==> config.mk <==
export PLATFORM = sky130hd
export DESIGN_NAME = dcb_sequencer
export DESIGN_NICKNAME = d
export VERILOG_FILES = /design/src/logic/dcb_sequencer.v /design/src/logic/dcb_ms_tick.v /design/src/logic/dcb_flasher.v
export VERILOG_INCLUDE_DIRS = /design/src /design/src/logic
export SDC_FILE = /design/constraint.sdc
export NUM_CORES = 1
export LEC_CHECK = 0
export BUFFER_PORTS_ARGS = -buffer_cell sky130_fd_sc_hd__buf_2
export CORE_MARGIN = 3
export CORE_UTILIZATION = 55
export CTS_CLUSTER_DIAMETER = 60
export DETAILED_ROUTE_END_ITERATION = 12
export PLACE_DENSITY_LB_ADDON = 0.08
export SLEW_MARGIN = 0
export SYNTH_ARGS = -nofsm -noshare
export SYNTH_HDL_FRONTEND = slang
export SYNTH_HIERARCHICAL = 1
export SYNTH_SLANG_ARGS = --single-unit
==> constraint.sdc <==
create_clock -name ref_clk -period 15.5 [get_ports ref_clk]
set_clock_uncertainty 0.15 [all_clocks]
set_input_delay 3.1 -clock ref_clk [delete_from_list [all_inputs] [get_ports ref_clk]]
set_output_delay 3.1 -clock ref_clk [all_outputs]
set_load 0.05 [all_outputs]
==> src/logic/dcb_consts.vh <==
// Purpose: Shared constants of the DC braking sequencer.
// Assumes: 10 MHz reference clock, all timing counted in milliseconds.
// Notes:   Register offsets are byte addresses on the APB slave.
`ifndef DCB_CONSTS_VH
`define DCB_CONSTS_VH
`define DCB_CLK_KHZ       10000
`define DCB_REMAN_MIN_MS  16'h00c8
`define DCB_REMAN_MAX_MS  16'h0708
`define DCB_BOUNCE_MS     16'h0014
`define DCB_ABORT_MS      16'h0096
`define DCB_RESTART_MS    16'h04b0
`define DCB_STILL_MS      16'h07d0
`define DCB_CUR_WAIT_MS   16'h01f4
`define DCB_COOL_MS       16'hea60
`define DCB_FREQ_MAX      4'h5
`define DCB_DS_TO_MS      16'h0064
`define DCB_TIME_STD_DS   10'h12c
`define DCB_TIME_EXT_DS   10'h258
`define DCB_DERATE_DS     10'h0c8
`define DCB_DERATE_PCT    7'h3c
`define DCB_PCT_MIN       7'h0a
`define DCB_PCT_MAX       7'h64
`define DCB_FLASH_ON_MS   12'h0fa
`define DCB_FLASH_OFF_MS  12'h0fa
`define DCB_FLASH_GAP_MS  12'h3e8
`define DCB_CODE_STEADY   3'h0
`define DCB_CODE_CURRENT  3'h2
`define DCB_CODE_FREQ     3'h3
`define DCB_CODE_PROG     3'h4
`define DCB_REG_CTRL      12'h000
`define DCB_REG_STATUS    12'h004
`define DCB_REG_SETPT     12'h008
`define DCB_REG_COUNT     12'h00c
`define DCB_CTRL_RESET    32'h0032_012c
`define DCB_CTRL_TIME_HI  9
`define DCB_CTRL_PCT_LO   16
`define DCB_CTRL_PCT_HI   22
`define DCB_CTRL_EXT      24
`define DCB_CTRL_IND      25
`endif

==> src/logic/dcb_sequencer.v <==
// Purpose: Sequencing and supervision of a DC-injection braking unit.
// Assumes: Contact and sensor inputs are clean and synchronous.
// Notes:   Registers over APB; three-cycle access, one wait state.
//
// Behaviour
// - Close interlock after power-up when no fault is present.
// - Contact closed at power-up does not start braking.
// - Braking starts when start contact recloses after being open.
// - Interlock stays open for the whole braking interval.
// - Wait adaptive remanence delay, then pull in braking relay.
// - Wait relay bounce time, then enable braking current.
// - Current flows for set time, 0 to 30 s or 60 s.
// - Current setpoint follows setting, 10 to 100 percent.
// - Above 20 s braking time the setpoint ceiling is lowered.
// - Five braking operations in a row are tolerated.
// - Excess braking frequency latches the interlock open.
// - Indicate-only variant signals excess frequency without interlock.
// - Frequency interlock clears only by removing supply.
// - Start contact open 150 ms during braking aborts braking.
// - Restart allowed only 1200 ms after contact recloses.
// - Ready LED steady while ready without fault.
// - Ready LED flashes 2, 3 or 4 times for faults.
// - Current LED lit exactly while braking current flows.
// - Star-contactor path closed during braking.
// - Current ends only 2 s after motor standstill; without standstill the code ends it at 60 s.
// - After abort, hold interlock open until contact recloses.
//
// Implementation choices: the APB slave port and the register offsets.
`timescale 1ns/1ps
`include "dcb_consts.vh"
module dcb_sequencer
#(
   parameter TICK_DIV = `DCB_CLK_KHZ
)
(
   // Clock and reset
   input  wire        ref_clk,
   input  wire        nrst,
   // APB slave
   input  wire        psel,
   input  wire        penable,
   input  wire        pwrite,
   input  wire [11:0] paddr,
   input  wire [31:0] pwdata,
   output reg  [31:0] prdata,
   output reg         pready,
   output reg         pslverr,
   // Motor side inputs
   input  wire        start_contact_in,
   input  wire        remanence_low,
   input  wire        motor_standstill,
   input  wire        current_reached,
   input  wire        controller_fault,
   // Relay contacts from relay_common_terminal
   output reg         interlock_terminal,
   output reg         star_contactor_terminal,
   // Power stage
   output reg         brake_relay,
   output reg         current_enable,
   output reg  [6:0]  current_setpoint,
   // Indicators
   output wire        led_ready,
   output wire        led_current
);
   localparam S_IDLE    = 3'h0;
   localparam S_REMAN   = 3'h1;
   localparam S_BOUNCE  = 3'h2;
   localparam S_BRAKE   = 3'h3;
   localparam S_ABORT   = 3'h4;
   localparam S_RESTART = 3'h5;

   reg [2:0]  state;
   reg [2:0]  next_state;
   reg [15:0] t_ms;
   reg [15:0] open_ms;
   reg [15:0] still_ms;
   reg [15:0] cool_ms;
   reg [3:0]  freq_cnt;
   reg        armed;
   reg        freq_fault;
   reg        cur_fault;
   reg        prog_fault;
   reg [31:0] ctrl;
   reg [2:0]  flash_code;
   wire       tick;

   wire apb_acc = psel && penable && !pready;
   wire apb_wr  = psel && penable && pready && pwrite;
   wire braking = (state == S_REMAN) || (state == S_BOUNCE) ||
                  (state == S_BRAKE);

   // Ms from a setting in tenths of a second.
   function [15:0] ds_to_ms;
      input [9:0] ds;
      begin
         ds_to_ms = ds * `DCB_DS_TO_MS;
      end
   endfunction

   // Address decode for the error flag; read data decodes the address itself.
   function mapped;
      input [11:0] a;
      begin
         mapped = (a == `DCB_REG_CTRL) || (a == `DCB_REG_STATUS) ||
                  (a == `DCB_REG_SETPT) || (a == `DCB_REG_COUNT);
      end
   endfunction

   // Settings out of range are clamped, never refused, so that a bad
   // write still leaves a unit that brakes.
   wire [9:0] time_max = ctrl[`DCB_CTRL_EXT] ? `DCB_TIME_EXT_DS
                                              : `DCB_TIME_STD_DS;
   wire [9:0] time_raw = ctrl[`DCB_CTRL_TIME_HI:0];
   wire [9:0] time_ds  = (time_raw > time_max) ? time_max : time_raw;
   wire [15:0] time_ms = ds_to_ms(time_ds);
   wire [6:0] pct_raw  = ctrl[`DCB_CTRL_PCT_HI:`DCB_CTRL_PCT_LO];
   wire [6:0] pct_cap  = (time_ds > `DCB_DERATE_DS) ? `DCB_DERATE_PCT
                                                   : `DCB_PCT_MAX;
   wire [6:0] pct_lo   = (pct_raw < `DCB_PCT_MIN) ? `DCB_PCT_MIN : pct_raw;
   wire [6:0] pct      = (pct_lo > pct_cap) ? pct_cap : pct_lo;
   wire       start_ev = armed && start_contact_in && state == S_IDLE;
   // The indicate-only variant reports excess braking but never blocks
   // a start; a controller fault always does.
   wire       lock_out = (freq_fault && !ctrl[`DCB_CTRL_IND]) ||
                         prog_fault;

   dcb_ms_tick
   #(
      .DIV (TICK_DIV)
   )
   u_tick
   (
      .ref_clk (ref_clk),
      .nrst    (nrst),
      .tick    (tick)
   );

   // Next state of the braking sequence.
   always @*
   begin
      next_state = state;
      case (state)
         S_IDLE:
            if (start_ev)
               next_state = S_REMAN;
         S_REMAN:
            if (t_ms >= `DCB_REMAN_MAX_MS ||
                (t_ms >= `DCB_REMAN_MIN_MS && remanence_low))
               next_state = S_BOUNCE;
         S_BOUNCE:
            if (t_ms >= `DCB_BOUNCE_MS)
               next_state = S_BRAKE;
         S_BRAKE:
            if (t_ms >= time_ms && still_ms >= `DCB_STILL_MS)
               next_state = S_IDLE;
            // Without a standstill signal the current still ends at the
            // longest settable time, so a dead sensor cannot hold it on.
            else if (t_ms >= ds_to_ms(`DCB_TIME_EXT_DS) &&
                     t_ms >= time_ms)
               next_state = S_IDLE;
         S_ABORT:
            if (start_contact_in)
               next_state = S_RESTART;
         S_RESTART:
            if (!start_contact_in)
               next_state = S_ABORT;
            else if (t_ms >= `DCB_RESTART_MS)
               next_state = S_IDLE;
         default:
            next_state = S_IDLE;
      endcase
      // Abort and a controller fault override every step above; a fault
      // parks the sequence in idle with the contacts locked.
      if (braking && open_ms >= `DCB_ABORT_MS)
         next_state = S_ABORT;
      if (prog_fault)
         next_state = S_IDLE;
   end

   // Sequence state, timers and fault latches.
   always @(posedge ref_clk or negedge nrst)
   begin
      if (!nrst)
      begin
         state      <= S_IDLE;
         t_ms       <= 16'h0000;
         open_ms    <= 16'h0000;
         still_ms   <= 16'h0000;
         cool_ms    <= 16'h0000;
         freq_cnt   <= 4'h0;
         armed      <= 1'b0;
         freq_fault <= 1'b0;
         cur_fault  <= 1'b0;
         prog_fault <= 1'b0;
      end
      else
      begin
         state <= next_state;
         if (next_state != state)
            t_ms <= 16'h0000;
         else if (tick && t_ms != 16'hffff)
            t_ms <= t_ms + 16'h0001;
         // A short opening is contact bounce or chatter and is ignored.
         if (!braking || start_contact_in)
            open_ms <= 16'h0000;
         else if (tick && open_ms != 16'hffff)
            open_ms <= open_ms + 16'h0001;
         if (!motor_standstill || state != S_BRAKE)
            still_ms <= 16'h0000;
         else if (tick && still_ms != 16'hffff)
            still_ms <= still_ms + 16'h0001;
         // Only an opening seen after reset arms the start detector.
         if (!start_contact_in && state == S_IDLE)
            armed <= 1'b1;
         else if (start_ev)
            armed <= 1'b0;
         // Each braking start adds one to the count and every quiet
         // minute takes one away. The sixth start in a row latches the
         // fault, and only a loss of supply, seen as reset, clears it.
         if (start_ev)
         begin
            cool_ms  <= 16'h0000;
            if (freq_cnt != 4'hf)
               freq_cnt <= freq_cnt + 4'h1;
            if (freq_cnt >= `DCB_FREQ_MAX)
               freq_fault <= 1'b1;
            cur_fault <= 1'b0;
         end
         else if (tick)
         begin
            if (cool_ms >= `DCB_COOL_MS)
            begin
               cool_ms <= 16'h0000;
               if (freq_cnt != 4'h0)
                  freq_cnt <= freq_cnt - 4'h1;
            end
            else
               cool_ms <= cool_ms + 16'h0001;
         end
         // Current not reached is judged only when the set time leaves
         // room for the check, so short brakings never report it.
         if (state == S_BRAKE && !current_reached &&
             t_ms >= `DCB_CUR_WAIT_MS && time_ms > `DCB_CUR_WAIT_MS)
            cur_fault <= 1'b1;
         if (controller_fault)
            prog_fault <= 1'b1;
      end
   end

   // Contact outputs and power stage, all registered.
   always @(posedge ref_clk or negedge nrst)
   begin
      if (!nrst)
      begin
         interlock_terminal      <= 1'b0;
         star_contactor_terminal <= 1'b0;
         brake_relay             <= 1'b0;
         current_enable          <= 1'b0;
         current_setpoint        <= 7'h00;
         flash_code              <= `DCB_CODE_STEADY;
      end
      else
      begin
         // The interlock opens as the state leaves idle, before the relay
         // can pull in, so the motor contactor is never fed while braking.
         // The restart wait holds both contact paths open.
         interlock_terminal <= !braking && !lock_out &&
                               state == S_IDLE;
         star_contactor_terminal <= braking || state == S_ABORT ||
                                    lock_out;
         brake_relay    <= state == S_BOUNCE || state == S_BRAKE;
         current_enable <= state == S_BRAKE && next_state == S_BRAKE;
         current_setpoint <= pct;
         if (prog_fault)
            flash_code <= `DCB_CODE_PROG;
         else if (freq_fault)
            flash_code <= `DCB_CODE_FREQ;
         else if (cur_fault)
            flash_code <= `DCB_CODE_CURRENT;
         else
            flash_code <= `DCB_CODE_STEADY;
      end
   end

   dcb_flasher u_led_ready
   (
      .ref_clk (ref_clk),
      .nrst    (nrst),
      .tick    (tick),
      .enable  (1'b1),
      .code    (flash_code),
      .led     (led_ready)
   );

   dcb_flasher u_led_current
   (
      .ref_clk (ref_clk),
      .nrst    (nrst),
      .tick    (tick),
      .enable  (current_enable),
      .code    (`DCB_CODE_STEADY),
      .led     (led_current)
   );

   // APB slave: one wait state, then pready for one cycle.
   // A write lands at the edge where pready is seen high; an unmapped
   // address answers with an error and changes nothing. Read data is
   // zero outside the answer cycle, so a stale word never shows.
   always @(posedge ref_clk or negedge nrst)
   begin
      if (!nrst)
      begin
         ctrl    <= `DCB_CTRL_RESET;
         prdata  <= 32'h0000_0000;
         pready  <= 1'b0;
         pslverr <= 1'b0;
      end
      else
      begin
         pready  <= apb_acc;
         pslverr <= apb_acc && !mapped(paddr);
         if (apb_wr && paddr == `DCB_REG_CTRL)
            ctrl <= pwdata;
         if (apb_acc && !pwrite)
         begin
            case (paddr)
               `DCB_REG_CTRL:
                  prdata <= ctrl;
               `DCB_REG_STATUS:
                  prdata <= {20'h0_0000, current_enable, brake_relay,
                             star_contactor_terminal, interlock_terminal,
                             prog_fault, freq_fault, cur_fault,
                             armed, 1'b0, state};
               `DCB_REG_SETPT:
                  prdata <= {25'h000_0000, current_setpoint};
               `DCB_REG_COUNT:
                  prdata <= {28'h000_0000, freq_cnt};
               default:
                  prdata <= 32'h0000_0000;
            endcase
         end
         else
            prdata <= 32'h0000_0000;
      end
   end
endmodule

==> src/logic/dcb_ms_tick.v <==
// Purpose: Common millisecond tick from the reference clock.
// Assumes: DIV reference cycles make one millisecond.
// Notes:   Tick is a one-cycle pulse; shorten DIV in simulation.
`timescale 1ns/1ps
`include "dcb_consts.vh"
module dcb_ms_tick
#(
   parameter DIV = `DCB_CLK_KHZ
)
(
   // Clock and reset
   input  wire ref_clk,
   input  wire nrst,
   // Tick
   output reg  tick
);
   reg [15:0] cnt;

   always @(posedge ref_clk or negedge nrst)
   begin
      if (!nrst)
      begin
         cnt  <= 16'h0000;
         tick <= 1'b0;
      end
      else if (cnt == DIV[15:0] - 16'h0001)
      begin
         cnt  <= 16'h0000;
         tick <= 1'b1;
      end
      else
      begin
         cnt  <= cnt + 16'h0001;
         tick <= 1'b0;
      end
   end
endmodule

==> src/logic/dcb_flasher.v <==
// Purpose: Drives an LED steadily or with repeated bursts of flashes.
// Assumes: tick is the common millisecond pulse.
// Notes:   A new code takes effect at once, mid-burst; steady clears the burst.
`timescale 1ns/1ps
`include "dcb_consts.vh"
module dcb_flasher
(
   // Clock and reset
   input  wire       ref_clk,
   input  wire       nrst,
   // Control
   input  wire       tick,
   input  wire       enable,
   input  wire [2:0] code,
   // LED
   output reg        led
);
   reg [11:0] ms;
   reg [2:0]  done;
   reg        lit;

   always @(posedge ref_clk or negedge nrst)
   begin
      if (!nrst)
      begin
         ms   <= 12'h000;
         done <= 3'h0;
         lit  <= 1'b0;
         led  <= 1'b0;
      end
      else if (code == `DCB_CODE_STEADY)
      begin
         ms   <= 12'h000;
         done <= 3'h0;
         lit  <= 1'b0;
         led  <= enable;
      end
      else
      begin
         // Steady mode may leave the lamp on; it goes dark here so that
         // the first flash of a burst is as long as the others.
         led <= lit;
         if (tick)
         begin
            ms <= ms + 12'h001;
            if (lit && ms >= `DCB_FLASH_ON_MS)
            begin
               lit  <= 1'b0;
               led  <= 1'b0;
               ms   <= 12'h000;
               done <= done + 3'h1;
            end
            else if (!lit && done == code && ms >= `DCB_FLASH_GAP_MS)
            begin
               done <= 3'h0;
               ms   <= 12'h000;
            end
            else if (!lit && done != code && ms >= `DCB_FLASH_OFF_MS)
            begin
               lit <= 1'b1;
               led <= 1'b1;
               ms  <= 12'h000;
            end
         end
      end
   end
endmodule

==> results.txt <==
status: finished clean
fraction of synthesized area in multiplexers: 0.05459
Hold WS: 0.3182 ns
initial antenna violation count: 0
Finished Cell Area: 13530 um2
clock sinks: 206
Fin Setup TNS: 0 ns
largest net degree at the start of global routing: 87
total grt overflow: 0
Routed wire per std cell: 16.50 um
Netlist Area Pre-Place: 11920 um2
number of global-route vias before repair: 8895
library cells used by synthesis: 91
ant diodes: 0
crit end category: register
Worst path max stage delay: 0.55 ns
yosys warns: 6
main combinational cell family by area after synthesis: simple AND/OR/NAND/NOR gates
DRC errors left: 0
Worst-Skew Late Latency: 0.54 ns
Clock transition at path regs: 0.06 ns
XOR/XNOR Fraction of Synth Area: 0.05438
fin util: 0.6397
average footprint of a synthesized cell: 10.03 um2
# H-tree levels: 1
Final min period: 7.167 ns
postcts setup bufs: 0
Post-Route WL: 26.13 mm
setup violators final: 0
DR top layer: met4
total die area: 23470 um2
std cell rows: 53
hold_buf cts: 0
cell taking the most area after synthesis: dfrtp_1
met3 WL: 1.341 mm
Final Wtd Congestion: 0.8493
CP max-delay cell: o31ai_4
crit path kind: reg -> reg
CP most frequent cell: ha_1
Area contributors post-synth: dfrtp_1 (42%), ha_1 (7.9%), nor2_1 (3.6%)
startpoint types: register
P&R area growth vs syn: 13.54%
DP Area: 12700 um2
RSZ-0062 raised after global routing: no
end of the worst register-to-register path: t_ms[1]
first-pass GRT wire length: 45.42 mm
pins over their slew limit: 0
Slew HR: 0.3828
Worst EP arrival: 7.44 ns
Synth Register Bits: 206
clk buf depth: 3
worst reg2reg path startpoint: ctrl[24]
LEAKAGE: 0.006292 uW
Most used DFF post-synth: dfrtp_1
antenna viol nets, final: 0
EDFF count, synth: 0
Critical Path Fanout Max: 17
top-area cell type share of the netlist area: 0.4178
share of cells above drive strength 1: 0.1872
Adder-Cell Fraction of Synth Area: 0.08881
Die Span Y: 153.2 um
complex-gate fraction of the synthesized area: 0.1151
max cap viols: 0
Post-synth ARST share: 1.000
Worst VDD drop: 0.00007892 V
detailed placement HPWL: 18.89 mm
met2 routed WL: 11.87 mm
core area: 21150 um2
IO Pins: 101
Die W: 153.2 um
initial core utilization: 0.5634
Hold Path Sink: prdata[31]
CTS buffer count: 25
routed metal-1 wire length: 12.45 mm
Final Cycle Share: 0.4624
highest clock rate: 139.5 MHz
Seq/Total Area, Yosys: 0.4332
Hold Crit Depth: 1
First-pass DRT Iterations: 5
r2r worst-path depth: 28
Cells after Synth: 1188
post_cts resized: 0
final net count: 1425
Root Buffer: clkbuf_16
R2R setup slack: 8.33 ns
number of DRC markers in iteration 0: 476
Global Route Usage Sum: 0.2290
Worst-Margin Slew: 0.9190 ns
Pwr Density: 89.49 nW/um2
total number of vias: 8982
startpoint of the worst hold path: ctrl[31]
CTS tree: yes
worst hold path type: reg -> reg
final-report hold violation count: 0
I/O Buffers: 100
simple logic cell fraction of the synthesized area: 0.2194
Vias/cell: 5.670
worst endpoint required time: 15.77 ns
[Yosys cell counts (9+ instances only)]
cell type	count
nand4_1	36
nand2_1	94
nand3_1	48
a21o_1	11
clkbuf_1	22
and2_1	28
inv_1	57
xor2_1	48
nand2b_1	10
nor2b_1	12
o21ai_0	47
buf_2	12
nor4_2	10
or3_1	14
ha_1	75
mux2i_1	20
a21oi_1	43
mux2_2	33
o31ai_1	9
nor4_1	15
and3_1	9
nor3_1	21
dfrtp_1	199
nor2_1	115
xnor2_1	26
[state kept, by name, summed over array words and instances (netlist names), 4 cells and up]
signal / flops
u_tick/cnt: 16
u_led_ready/ms: 12
ctrl: 32
u_led_current/ms: 12
freq_cnt: 4
still_ms: 16
t_ms: 16
cool_ms: 16
current_setpoint: 7
open_ms: 16
prdata: 32
[cells in the final DEF (no fill, tap or decap), types with 20 or more instances in the layout]
| cell | instances |
|---|---|
| nor3_1 | 21 |
| mux2_2 | 33 |
| dfrtp_1 | 199 |
| nand3_1 | 48 |
| mux2i_1 | 20 |
| and2_1 | 28 |
| buf_2 | 99 |
| nand4_1 | 36 |
| inv_1 | 57 |
| o21ai_0 | 47 |
| nand2_1 | 94 |
| a21oi_1 | 43 |
| xor2_1 | 48 |
| ha_1 | 75 |
| nor2_1 | 115 |
| xnor2_1 | 26 |
| clkbuf_16 | 25 |
[power breakdown]
group / total (uW) / switching [uW] / internal, uW
logic: 68.9 / 40.9 / 28.0
clock network: 586 / 237 / 348
registers: 556 / 11.1 / 545
total: 1210 / 289 / 922
[how the worst max path moves through the flow]
stage | from | end | slack (ns) | cells past startpoint
2_1_floorplan | ctrl[24] | t_ms[14] | 9.24 | 26
3_3_place_gp | ctrl[24] | t_ms[4] | 8.59 | 27
3_5_place_dp | ctrl[24] | t_ms[1] | 8.36 | 27
4_1_cts | ctrl[24] | t_ms[1] | 8.29 | 28
5_1_grt | ctrl[24] | t_ms[1] | 7.42 | 28
6_report | ctrl[24] | t_ms[1] | 8.33 | 28
[through the flow]
stage,total power [uW],setup slack (ns),cells
after floorplan,604.6,9.243,1196
after global placement,633.5,8.586,1538
after detailed placement,634.8,8.357,1538
after CTS,1227,8.291,1584
after global routing,1265,7.417,1584
final,1211,8.333,1584
[metal layers]
layer  global-route usage  vias up
li1                     -     4422
met1               0.3409     4348
met2               0.3567      179
met3              0.03652       33
met4              0.05006        0
met5                    0        -
[cells by family (layout without fill, tap and decap cells)]
group	count (synthesis)	after routing
xor gates and xnor gates	74	74
DFF	206	206
adders and majority gates	81	81
muxes	58	58
AOI/OAI and AO/OA	193	193
buffers and inverters	100	213
other	2	10
and+or+nand+nor	474	474
[worst max-delay path: cells and delay by family, from the launching register on]
kind	cells	cell delay [ns]
DFF	1	0.42
buffers and inverters	4	0.41
and+or+nand+nor	6	0.98
AOI/OAI and AO/OA	12	3.13
adders and majority gates	6	1.97
[cell type report]
cell class	count	area, um2
Fill cell	1748	7621
Inverter	59	221.5
Tap cell	275	344.1
Clock inverter	13	146.4
Multi-Input combinational cell	890	6402
Clock buffer	33	685.7
Sequential cell	206	5164
Timing Repair Buffer	108	569.3
(Power assumes the default switching activity.)
